--- src/rtl/scc_pkg.sv ---
package scc_pkg;

    // ****************************************************************
    // Oscillator type configuration codes
    // ****************************************************************
    localparam logic [2:0] OSC_LOW_GAIN = 3'h0;
    localparam logic [2:0] OSC_MED_GAIN = 3'h1;
    localparam logic [2:0] OSC_HIGH_GAIN = 3'h2;
    localparam logic [2:0] OSC_EXT_RC = 3'h3;
    localparam logic [2:0] OSC_INTERNAL = 3'h4;
    localparam logic [2:0] OSC_EXT_CLK_LOW = 3'h5;
    localparam logic [2:0] OSC_EXT_CLK_MED = 3'h6;
    localparam logic [2:0] OSC_EXT_CLK_HIGH = 3'h7;

    // ****************************************************************
    // Control field codes and reset values
    // ****************************************************************
    localparam logic [1:0] SCS_CONFIG = 2'h0;
    localparam logic [1:0] SCS_TIMEKEEP = 2'h1;
    localparam int SCS_INTERNAL_BIT = 1;
    localparam logic [3:0] INTERNAL_FREQUENCY_SELECT_RESET = 4'h7;
    localparam int INTERNAL_FREQUENCY_SELECT_HF_BIT = 3;
    localparam logic [2:0] INTERNAL_FREQUENCY_SELECT_LF_CODE = 3'h0;
    localparam logic [5:0] TUNE_RESET = 6'h00;
    localparam logic [5:0] TUNE_MAX = 6'h1f;
    localparam logic [5:0] TUNE_MIN = 6'h20;

    // ****************************************************************
    // Counts and timing
    // ****************************************************************
    localparam logic [10:0] STARTUP_OSC_EDGES = 11'h400;
    localparam int CORE_CLK_MHZ = 100;
    localparam int TUNE_STEP_NS = 1000;
    localparam int TUNE_STEP_CYC = (TUNE_STEP_NS * CORE_CLK_MHZ) / 1000;
    localparam logic [6:0] TUNE_STEP_LAST = 7'(TUNE_STEP_CYC - 1);

    // ****************************************************************
    // Types
    // ****************************************************************
    typedef struct packed {
        logic [2:0] osc_type;
        logic pll_cfg;
        logic clkout_cfg;
        logic power_up_delay_timer_cfg;
    } scc_cfg_t;

    typedef struct packed {
        logic multiplier_soft_enable;
        logic [3:0] internal_frequency_select;
        logic [1:0] system_clock_select;
    } scc_ctrl_t;

    typedef struct packed {
        logic hf_ready;
        logic hf_locked;
        logic hf_stable;
        logic mf_ready;
        logic lf_ready;
    } scc_stat_t;

    typedef enum logic [2:0] {
        SRC_PRIMARY = 3'h0,
        SRC_TIMEKEEP = 3'h1,
        SRC_HF = 3'h2,
        SRC_MF = 3'h3,
        SRC_LF = 3'h4
    } scc_src_t;

    typedef enum logic [1:0] {
        PIN_OSC = 2'h0,
        PIN_GPIO = 2'h1,
        PIN_CLKOUT = 2'h2
    } scc_pin_t;

    typedef enum logic [3:0] {
        ST_WAIT_POWER_UP_DELAY_TIMER = 4'h1,
        ST_COUNT = 4'h2,
        ST_RUN = 4'h4,
        ST_SLEEP = 4'h8
    } scc_state_t;

    function automatic logic is_crystal(input logic [2:0] osc_type);
        return (osc_type == OSC_LOW_GAIN) || (osc_type == OSC_MED_GAIN) ||
               (osc_type == OSC_HIGH_GAIN);
    endfunction : is_crystal

    function automatic logic is_lf_code(input logic [3:0] internal_frequency_select);
        return internal_frequency_select[3:1] == INTERNAL_FREQUENCY_SELECT_LF_CODE;
    endfunction : is_lf_code

endpackage : scc_pkg

--- src/rtl/scc_edge_counter.sv ---
`timescale 1ns/1ns
`default_nettype none

module scc_edge_counter (
    // Clock and reset
    input wire logic clk,
    input wire logic rst_n,
    // Control
    input wire logic start,
    input wire logic osc_edge,
    // Result
    output logic done
);

    logic [10:0] cnt_q;
    logic done_q;

    // ****************************************************************
    // Oscillator edge count
    // ****************************************************************
    always_ff @(posedge clk or negedge rst_n) begin
        if (!rst_n) begin
            cnt_q <= 11'h000;
            done_q <= 1'b0;
        end else if (start) begin
            cnt_q <= 11'h000;
            done_q <= 1'b0;
        end else if (osc_edge && !done_q) begin
            cnt_q <= cnt_q + 11'h001;
            if (cnt_q == scc_pkg::STARTUP_OSC_EDGES - 11'h001) begin
                done_q <= 1'b1;
            end
        end
    end

    assign done = done_q;
endmodule : scc_edge_counter

`default_nettype wire

--- src/rtl/scc_top.sv ---
`timescale 1ns/1ns
`default_nettype none

module scc_top (
    // Clock and reset
    input wire logic CORE_CLK,
    input wire logic RST_N,
    // Configuration word
    input wire scc_pkg::scc_cfg_t CFG,
    // Software control
    input wire logic CTRL_WR,
    input wire scc_pkg::scc_ctrl_t CTRL_WDATA,
    output var scc_pkg::scc_ctrl_t CTRL_RDATA,
    input wire logic TUNE_WR,
    input wire logic [5:0] TUNE_WDATA,
    output logic [5:0] TUNE_RDATA,
    // Power and sleep
    input wire logic POWER_UP_DELAY_TIMER_DONE,
    input wire logic SLEEP_ENTER,
    input wire logic WAKE_EVENT,
    output logic CPU_HOLD,
    // Primary oscillator pin
    input wire logic PRI_OSC_IN,
    // Analog oscillator block
    input wire logic HF_RUNNING,
    input wire logic HF_LOCKED,
    input wire logic HF_STABLE,
    input wire logic MF_RUNNING,
    input wire logic LF_RUNNING,
    input wire logic LF_DEMAND,
    output logic HF_ENABLE,
    output logic MF_ENABLE,
    output logic LF_ENABLE,
    output logic PLL_ENABLE,
    output logic [5:0] TRIM,
    // Clock routing and status
    output var scc_pkg::scc_src_t SYSCLK_SRC,
    output var scc_pkg::scc_pin_t PIN1_FUNC,
    output var scc_pkg::scc_pin_t PIN2_FUNC,
    output var scc_pkg::scc_stat_t OSC_STATUS
);

    // ****************************************************************
    // Input synchronisers
    // ****************************************************************
    localparam int NSYNC = 8;
    logic [NSYNC-1:0] sync1_q;
    logic [NSYNC-1:0] sync2_q;
    logic pri_last_q;
    logic wake_last_q;
    logic power_up_delay_timer_s, wake_s, pri_s, hf_run_s, hf_lock_s, hf_stab_s, mf_run_s, lf_run_s;

    always_ff @(posedge CORE_CLK or negedge RST_N) begin
        if (!RST_N) begin
            sync1_q <= '0;
            sync2_q <= '0;
        end else begin
            sync1_q <= {POWER_UP_DELAY_TIMER_DONE, WAKE_EVENT, PRI_OSC_IN, HF_RUNNING,
                        HF_LOCKED, HF_STABLE, MF_RUNNING, LF_RUNNING};
            sync2_q <= sync1_q;
        end
    end

    assign {power_up_delay_timer_s, wake_s, pri_s, hf_run_s, hf_lock_s, hf_stab_s, mf_run_s, lf_run_s} = sync2_q;

    // Primary input must stay below half the core rate or edges are lost
    always_ff @(posedge CORE_CLK or negedge RST_N) begin
        if (!RST_N) begin
            pri_last_q <= 1'b0;
            wake_last_q <= 1'b0;
        end else begin
            pri_last_q <= pri_s;
            wake_last_q <= wake_s;
        end
    end

    logic pri_rise;
    logic wake_rise;
    assign pri_rise = pri_s && !pri_last_q;
    assign wake_rise = wake_s && !wake_last_q;

    // ****************************************************************
    // Configuration capture
    // ****************************************************************
    scc_pkg::scc_cfg_t cfg_q;
    logic cfg_valid_q;

    // Taken once, one edge after reset release; later changes are ignored
    always_ff @(posedge CORE_CLK or negedge RST_N) begin
        if (!RST_N) begin
            cfg_q <= '0;
            cfg_valid_q <= 1'b0;
        end else if (!cfg_valid_q) begin
            cfg_q <= CFG;
            cfg_valid_q <= 1'b1;
        end
    end

    logic crystal;
    assign crystal = scc_pkg::is_crystal(cfg_q.osc_type);

    // ****************************************************************
    // Software control and tuning
    // ****************************************************************
    scc_pkg::scc_ctrl_t ctrl_q;
    logic [5:0] tune_q;

    always_ff @(posedge CORE_CLK or negedge RST_N) begin
        if (!RST_N) begin
            ctrl_q.multiplier_soft_enable <= 1'b0;
            ctrl_q.internal_frequency_select <= scc_pkg::INTERNAL_FREQUENCY_SELECT_RESET;
            ctrl_q.system_clock_select <= scc_pkg::SCS_CONFIG;
        end else if (CTRL_WR) begin
            ctrl_q <= CTRL_WDATA;
        end
    end

    always_ff @(posedge CORE_CLK or negedge RST_N) begin
        if (!RST_N) begin
            tune_q <= scc_pkg::TUNE_RESET;
        end else if (TUNE_WR) begin
            tune_q <= TUNE_WDATA;
        end
    end

    assign CTRL_RDATA = ctrl_q;
    assign TUNE_RDATA = tune_q;

    // ****************************************************************
    // Trim drift
    // ****************************************************************
    // One LSB per step keeps the oscillator from jumping; there is no done flag
    logic [6:0] step_cnt_q;
    logic [5:0] trim_q;

    always_ff @(posedge CORE_CLK or negedge RST_N) begin
        if (!RST_N) begin
            step_cnt_q <= 7'h00;
        end else if (step_cnt_q == scc_pkg::TUNE_STEP_LAST) begin
            step_cnt_q <= 7'h00;
        end else begin
            step_cnt_q <= step_cnt_q + 7'h01;
        end
    end

    always_ff @(posedge CORE_CLK or negedge RST_N) begin
        if (!RST_N) begin
            trim_q <= scc_pkg::TUNE_RESET;
        end else if (step_cnt_q == scc_pkg::TUNE_STEP_LAST) begin
            if ($signed(trim_q) < $signed(tune_q)) begin
                trim_q <= trim_q + 6'h01;
            end else if ($signed(trim_q) > $signed(tune_q)) begin
                trim_q <= trim_q - 6'h01;
            end
        end
    end

    // Trim reaches the high and medium oscillators only
    assign TRIM = trim_q;

    // ****************************************************************
    // Source selection and oscillator enables
    // ****************************************************************
    logic int_sel;
    logic lf_sel;
    logic hf_sel;
    scc_pkg::scc_src_t src_d;

    assign int_sel = ctrl_q.system_clock_select[scc_pkg::SCS_INTERNAL_BIT] ||
                     ((ctrl_q.system_clock_select == scc_pkg::SCS_CONFIG) &&
                      (cfg_q.osc_type == scc_pkg::OSC_INTERNAL));
    assign lf_sel = scc_pkg::is_lf_code(ctrl_q.internal_frequency_select);
    assign hf_sel = ctrl_q.internal_frequency_select[scc_pkg::INTERNAL_FREQUENCY_SELECT_HF_BIT];

    always_comb begin
        if (ctrl_q.system_clock_select == scc_pkg::SCS_TIMEKEEP) begin
            src_d = scc_pkg::SRC_TIMEKEEP;
        end else if (int_sel && lf_sel) begin
            src_d = scc_pkg::SRC_LF;
        end else if (int_sel && hf_sel) begin
            src_d = scc_pkg::SRC_HF;
        end else if (int_sel) begin
            src_d = scc_pkg::SRC_MF;
        end else begin
            src_d = scc_pkg::SRC_PRIMARY;
        end
    end

    always_ff @(posedge CORE_CLK or negedge RST_N) begin
        if (!RST_N) begin
            SYSCLK_SRC <= scc_pkg::SRC_PRIMARY;
            HF_ENABLE <= 1'b0;
            MF_ENABLE <= 1'b0;
            LF_ENABLE <= 1'b0;
            PLL_ENABLE <= 1'b0;
        end else begin
            SYSCLK_SRC <= src_d;
            HF_ENABLE <= int_sel && hf_sel;
            // The high clock is derived from the medium one, so both run
            MF_ENABLE <= int_sel && !lf_sel;
            // Low oscillator also feeds power-up timer, watchdog, monitor
            LF_ENABLE <= (int_sel && lf_sel) || LF_DEMAND;
            PLL_ENABLE <= cfg_q.pll_cfg || ctrl_q.multiplier_soft_enable;
        end
    end

    // ****************************************************************
    // Pin functions
    // ****************************************************************
    always_ff @(posedge CORE_CLK or negedge RST_N) begin
        if (!RST_N) begin
            PIN1_FUNC <= scc_pkg::PIN_OSC;
            PIN2_FUNC <= scc_pkg::PIN_OSC;
        end else begin
            PIN1_FUNC <= (cfg_q.osc_type == scc_pkg::OSC_INTERNAL) ?
                         scc_pkg::PIN_GPIO : scc_pkg::PIN_OSC;
            if (crystal) begin
                PIN2_FUNC <= scc_pkg::PIN_OSC;
            end else begin
                PIN2_FUNC <= cfg_q.clkout_cfg ?
                             scc_pkg::PIN_CLKOUT : scc_pkg::PIN_GPIO;
            end
        end
    end

    // ****************************************************************
    // Status flags
    // ****************************************************************
    // No write path reaches these flags
    always_ff @(posedge CORE_CLK or negedge RST_N) begin
        if (!RST_N) begin
            OSC_STATUS <= '0;
        end else begin
            OSC_STATUS.hf_ready <= hf_run_s;
            OSC_STATUS.hf_locked <= hf_run_s && hf_lock_s;
            OSC_STATUS.hf_stable <= hf_run_s && hf_stab_s;
            OSC_STATUS.mf_ready <= mf_run_s;
            OSC_STATUS.lf_ready <= lf_run_s;
        end
    end

    // ****************************************************************
    // Start-up sequencer
    // ****************************************************************
    scc_pkg::scc_state_t state_q;
    scc_pkg::scc_state_t state_d;
    logic count_start;
    logic count_done;
    logic power_up_delay_timer_ok;

    assign power_up_delay_timer_ok = cfg_valid_q && (!cfg_q.power_up_delay_timer_cfg || power_up_delay_timer_s);

    always_comb begin
        state_d = state_q;
        count_start = 1'b0;
        unique case (state_q)
            scc_pkg::ST_WAIT_POWER_UP_DELAY_TIMER: begin
                if (power_up_delay_timer_ok) begin
                    state_d = crystal ? scc_pkg::ST_COUNT : scc_pkg::ST_RUN;
                    count_start = crystal;
                end
            end
            scc_pkg::ST_COUNT: begin
                if (count_done) begin
                    state_d = scc_pkg::ST_RUN;
                end
            end
            scc_pkg::ST_RUN: begin
                if (SLEEP_ENTER) begin
                    state_d = scc_pkg::ST_SLEEP;
                end
            end
            scc_pkg::ST_SLEEP: begin
                if (wake_rise) begin
                    state_d = crystal ? scc_pkg::ST_COUNT : scc_pkg::ST_RUN;
                    count_start = crystal;
                end
            end
            default: begin
                state_d = scc_pkg::ST_WAIT_POWER_UP_DELAY_TIMER;
            end
        endcase
    end

    always_ff @(posedge CORE_CLK or negedge RST_N) begin
        if (!RST_N) begin
            state_q <= scc_pkg::ST_WAIT_POWER_UP_DELAY_TIMER;
        end else begin
            state_q <= state_d;
        end
    end

    assign CPU_HOLD = (state_q != scc_pkg::ST_RUN);

    scc_edge_counter u_startup_cycle_counter (
        .clk(CORE_CLK),
        .rst_n(RST_N),
        .start(count_start),
        .osc_edge(pri_rise),
        .done(count_done)
    );
endmodule : scc_top

`default_nettype wire

--- config.mk ---
export PLATFORM = sky130hd
export DESIGN_NAME = scc_top
export DESIGN_NICKNAME = d
export VERILOG_FILES = /design/src/rtl/scc_pkg.sv /design/src/rtl/scc_edge_counter.sv /design/src/rtl/scc_top.sv
export SDC_FILE = /design/constraint.sdc
export NUM_CORES = 1
export LEC_CHECK = 0
export BUFFER_PORTS_ARGS = -buffer_cell sky130_fd_sc_hd__buf_2
export CORE_ASPECT_RATIO = 0.9
export CORE_MARGIN = 1.5
export CORE_UTILIZATION = 35
export DETAILED_ROUTE_END_ITERATION = 7
export GPL_ROUTABILITY_DRIVEN = 0
export PLACE_DENSITY_LB_ADDON = 0.3
export SLEW_MARGIN = 20
export SYNTH_ARGS = -nofsm -noshare
export SYNTH_HDL_FRONTEND = slang
export SYNTH_SLANG_ARGS = --single-unit
--- constraint.sdc ---
create_clock -name CORE_CLK -period 3.1 [get_ports CORE_CLK]
set_input_delay 0.62 -clock CORE_CLK [delete_from_list [all_inputs] [get_ports CORE_CLK]]
set_output_delay 0.62 -clock CORE_CLK [all_outputs]
set_load 0.02 [all_outputs]
Word-level counts from Yosys, hierarchy flattened
Cells that the tools add are included.

Add/sub/neg operators: 4. $lt $le $gt $ge: 2. Equality and inequality tests: 15. Mux-type cells: 24. Reduce and logical (&&, ||, !) cells: 30.

Operator list (count): 11-bit two-way mux (2); 4-bit two-way mux (4); 4-bit one-hot mux with 4 select lines (1); 3-bit two-way mux (4); 6-bit two-way mux (2); 11-bit by 1-bit adder with 11-bit output (second input constant) (1); 11-bit by 10-bit equality test with 1-bit output (second input constant) (1); 1-bit logical AND (10); 7-bit by 1-bit adder with 7-bit output (second input constant) (1); 7-bit equality test (second input constant) (1); 7-bit two-way mux (1); 6-bit by 1-bit adder with 6-bit output (second input constant) (1); 6-bit greater-than comparator (1); 3-bit logical NOT (2); 1-bit logical OR (6); 6-bit < comparator (1); 1-bit two-way mux (6); 2-bit two-way mux (3); 2-bit inequality test (second input constant) (3); 2-bit nonzero test (3); 6-bit by 1-bit subtractor with 6-bit output (second input constant) (1); 1-bit logical NOT (5); 4-bit by 1-bit equality test with 1-bit output (second input constant) (1); 4-bit by 2-bit equality test with 1-bit output (second input constant) (1); other kinds (12) (13).

Register bits: 82. Output and inout port bits: 36. Logic and storage cells: 105.

Depth between registers and ports, before layout
Depth in word-level cells: 7. Gate-level depth with buffers: 11. Gate-level depth less buffers: 11.

Modules after synthesis
From an unflattened synthesis, not the netlist that was laid out.

Cell total of the unflattened synthesis: 272. Area total of the unflattened synthesis: 3358.2 um^2.

By module, submodules not included: scc_top (area an instance 2766.4 um^2, times used 1, cells an instance 216, sequential area each 1756.7 um^2); scc_edge_counter (area an instance 591.8 um^2, times used 1, cells an instance 56, sequential area each 300.3 um^2).

Worst setup path after synthesis
Ideal clock, no wire load.

Path type: reg-to-reg. From: register tune_q[4], in the netlist TUNE_RDATA[4]. To: register trim_q[4], in the netlist TRIM[4]. Stages on the path, launching flop included: 12. Arrival time: 2.545 ns. Slack: 0.424 ns. Cells stage by stage: dfrtp_1 inv_1 ha_1 a211oi_2 a31oi_1 nor2_1 xnor2_1 ha_1 or4_2 a21oi_1 o211ai_1 xnor2_1.

Cells in the longest elaborated chain, start to end: 3. Elaborated cells on any way between the ends: 5. Classes of those cells: 2 x order compare; 1 x mux; 2 x reduce/logical.

Ends and longest elaborated chain: start, declared (RTL line scc_top.sv:106) `logic [5:0] tune_q;`; start signal, assigned (RTL line scc_top.sv:120) `tune_q <= scc_pkg::TUNE_RESET;`; 6-bit < comparator or 6-bit greater-than comparator (tied branches) (RTL line scc_top.sv:150, scc_top.sv:152); 2-bit nonzero test (no line); 2-bit AND reduction (no line); end signal, assigned (RTL line scc_top.sv:148) `trim_q <= scc_pkg::TUNE_RESET;`; end signal, assigned (RTL line scc_top.sv:151) `trim_q <= trim_q + 6'h01;`; end signal, assigned (RTL line scc_top.sv:153) `trim_q <= trim_q - 6'h01;`; end, declared (RTL line scc_top.sv:134) `logic [5:0] trim_q;`.

Parallel ways exist; a longest one is shown, timed or not. A chain may end at the register's enable or synchronous reset.

Final worst setup path
From: register trim_q[3], in the netlist TRIM[3]. To: register trim_q[4], in the netlist TRIM[4].

Cells in the longest elaborated chain, start to end: 3. Elaborated cells on any way between the ends: 8. Classes of those cells: 2 x add/sub; 2 x order compare; 2 x mux; 2 x reduce/logical.

Ends and longest elaborated chain (RTL line): 6-bit by 1-bit subtractor with 6-bit output (tied with other cells) (scc_top.sv:153); 6-bit two-way mux or 2-bit nonzero test (tied branches); 6-bit two-way mux or 2-bit AND reduction (tied branches).

Parallel ways exist; a longest one is shown, timed or not. The select of a mux whose other input is x is not followed.

==> metrics.md <==
| Metric | Value |
|---|---|
| H-tree levels | 3 |
| R2r setup slk | 300 ps |
| First-pass GRT wire length | 10,100 um |
| Worst VDD drop | 0.300 mV |
| Die area | 10,100 um2 |
| Final setup violation count | 0 |
| Initial Utilization | 0.363 |
| Worst reg2reg path endpoint | TRIM[4] |
| Initial antenna violation count | 0 |
| Detailed-route wire length per cell | 12.6 um |
| Critical R2R Launch | TRIM[3] |
| Largest cells by area after synthesis | dfrtp_1 58%, mux2_2 4.7%, ha_1 3.4% |
| DRT Pass-1 Iters | 4 |
| Area grow syn2layout | 20.5% |
| Final Max Slew Viols | 0 |
| Power per standard cell area | 615 nW/um2 |
| Met3 wire len | 451 um |
| Via-to-Cell Ratio | 4.71 |
| Post-Syn Instances | 273 |
| Total clock sinks | 82 |
| Gr usage total | 0.130 |
| Max Used Layer | met4 |
| Most common cell after layout, fill and taps aside | dfrtp_1 |
| Post-synthesis cell type count | 47 |
| Slew @ Worst Pin | 720 ps |
| Register-to-Register Path Depth | 10 |
| Kind of start point of the critical path | flop |
| Boundary pin count | 69 |
| Total wire length | 5920 um |
| Syn Area/Cell | 12.2 um2 |
| CTS Hold Buffers Added | 0 |
| Gr ovfl total | 0 |
| Num CTS Buffers | 9 |
| Die Wd | 106 um |
| Vias in the first global route | 2,175 |
| Fin. Hold Viols | 0 |
| Placed Area | 3790 um2 |
| Max Cap Viol | 0 |
| Top cell type's share of synthesized area | 0.584 |
| Setup crit end kind | flop |
| Post-Route Utilization | 0.437 |
| Register area share after synthesis | 0.615 |
| Worst-path maximum fanout | 7 |
| Tmin final | 2800 ps |
| Highest clock rate | 357 MHz |
| Core Box Area | 9210 um2 |
| First DRT Iteration DRCs | 106 |
| Syn Std Cell Area | 3340 um2 |
| Final Cell Area | 4030 um2 |
| Syn Nets | 315 |
| Layout Skew | 12.3 ps |
| Synth warn | 0 |
| TNS Setup | 0 ps |
| RSZ-0062 raised after global routing | no |
| Rel. slew slack | 0.520 |
| Wire length on met2 | 2510 um |
| Routed Antenna Nets | 0 |
| CP required | 3340 ps |
| IO Port Bufs | 67 |
| Final worst path period share | 0.903 |
| Clk Latency, worst-skew pair | 350 ps |
| CTS tree | yes |
| Fraction of layout cells with a size suffix above 1 | 0.335 |
| Static leakage | 1.91 nW |
| Fin nets | 383 |
| Commonest non-fill, non-tap cells in the layout | 78 x dfrtp_1, 66 x buf_2, 25 x nor2_1 |
| Via count | 2,205 |
| WP data arrival | 3040 ps |
| Drt drc | 0 |
| Largest net degree at the start of global routing | 83 |
| Outcome | finished clean |
| Worst min path class | input pin to async pin |
| Clock slew at reported path FFs | 90 ps |
| Top cell type by total area after synthesis | dfrtp_1 |
| Die Y | 95.7 um |
| Final HPWL DP | 4130 um |
| Met1 WL | 2850 um |
| Root Driver | clkbuf_8 |
| Cell row count | 33 |
| Post-CTS Resized | 0 |
| Setup Crit Path Kind | flop to flop |
| #FFs+latches synth | 82 |
| Diode count | 0 |
| Maximum buffer depth of the clock tree | 2 |
| Total setup buffers inserted after CTS | 0 |
==> stage by stage <==
step	total power [W]	hold slack, ps	setup slack (ps)	cells
floorplan	0.00149	324	424	273
global placement	0.00160	332	432	452
detailed placement	0.00161	337	366	452
CTS	0.00251	339	348	468
global route	0.00260	335	96.0	468
finish	0.00248	291	301	468
==> synthesized netlist by cell type (all sizes together) <==
library cell and n:
o211ai 4, dfstp 4, o21ai 10, o32a 1, o21bai 2, a31o 2
a211oi 3, buf 4, nor3 5, or4 1, nor2b 5, o2111ai 2
o41ai 1, nor2 25, a21oi 7, o32ai 1, mux2 14, or3 2
or2 3, mux2i 2, and4 1, ha 9, inv 10, nor3b 3
and3 6, nand2b 2, nand4 4, conb 2, a311o 1, nand3 11
and2 4, clkbuf 6, xnor2 10, a31oi 2, xor2 11, or4b 1
o21ba 2, nand2 12, dfrtp 78
==> routing by layer <==
layer / global-route usage / vias to the layer above
met5: 0 / -
met3: 0.0643 / 11
met1: 0.168 / 1058
li1: - / 1073
met2: 0.186 / 63
met4: 0.0529 / 0
==> flip-flops by register name, summed over array words and instances, names as in the netlist <==
| signal | flops |
|---|---|
| MF_ENABLE | 1 |
| HF_ENABLE | 1 |
| u_startup_cycle_counter.done | 1 |
| state_q | 4 |
| PIN1_FUNC | 1 |
| SYSCLK_SRC | 3 |
| cfg_q | 6 |
| PIN2_FUNC | 2 |
| OSC_STATUS | 5 |
| wake_last_q | 1 |
| sync2_q | 8 |
| TUNE_RDATA | 6 |
| CTRL_RDATA | 7 |
| sync1_q | 8 |
| PLL_ENABLE | 1 |
| TRIM | 6 |
| pri_last_q | 1 |
| LF_ENABLE | 1 |
| step_cnt_q | 7 |
| u_startup_cycle_counter.cnt_q | 11 |
| cfg_valid_q | 1 |
==> worst max path at each step <==
stage / slack (ps) / to / from
after detailed placement: 370 / TRIM[4] / TRIM[4]
after CTS: 350 / TRIM[4] / TRIM[3]
final: 300 / TRIM[4] / TRIM[3]
after global placement: 430 / TRIM[4] / TRIM[4]
after floorplan: 420 / TRIM[4] / TUNE_RDATA[4]
after global routing: 100 / TRIM[4] / TRIM[4]
==> cell type report <==
cell class / instances / area (um2)
inverter: 10 / 37.5
tap: 122 / 153
clock inverter: 6 / 97.6
timing repair buffer: 67 / 342
multi-input combinational: 171 / 1200
clock buffer: 10 / 138
sequential: 82 / 2060
fill: 872 / 5180
==> cells by family (layout without fill, tap and decap cells) <==
family,count (synthesis),in the layout,synth area share
DFF,82,82,0.615
and+or+nand+nor,85,85,0.134
AOI/OAI and AO/OA,38,38,0.0816
xor gates and xnor gates,21,21,0.0550
buffers and inverters,20,93,0.0247
adders and majority gates,9,9,0.0337
muxes,16,16,0.0531
other,2,2,0.00225
==> critical path, stage by stage (launching register included) <==
cell and delay [ps]:
dfrtp_1 470, ha_1 330, nand3_1 120, a31oi_1 370
nor2_1 100, xnor2_1 140, ha_1 230, or4_2 540
a21oi_1 130, o211ai_1 110, xnor2_1 150
==> where the power goes <==
part	leakage (nW)	internal (W)	switching, W
sequential	1.01	0.00117	0.0000857
clock	0.119	0.000487	0.000401
combinational	0.788	0.000142	0.000188
Note: power is estimated with default switching activity, not from simulation.
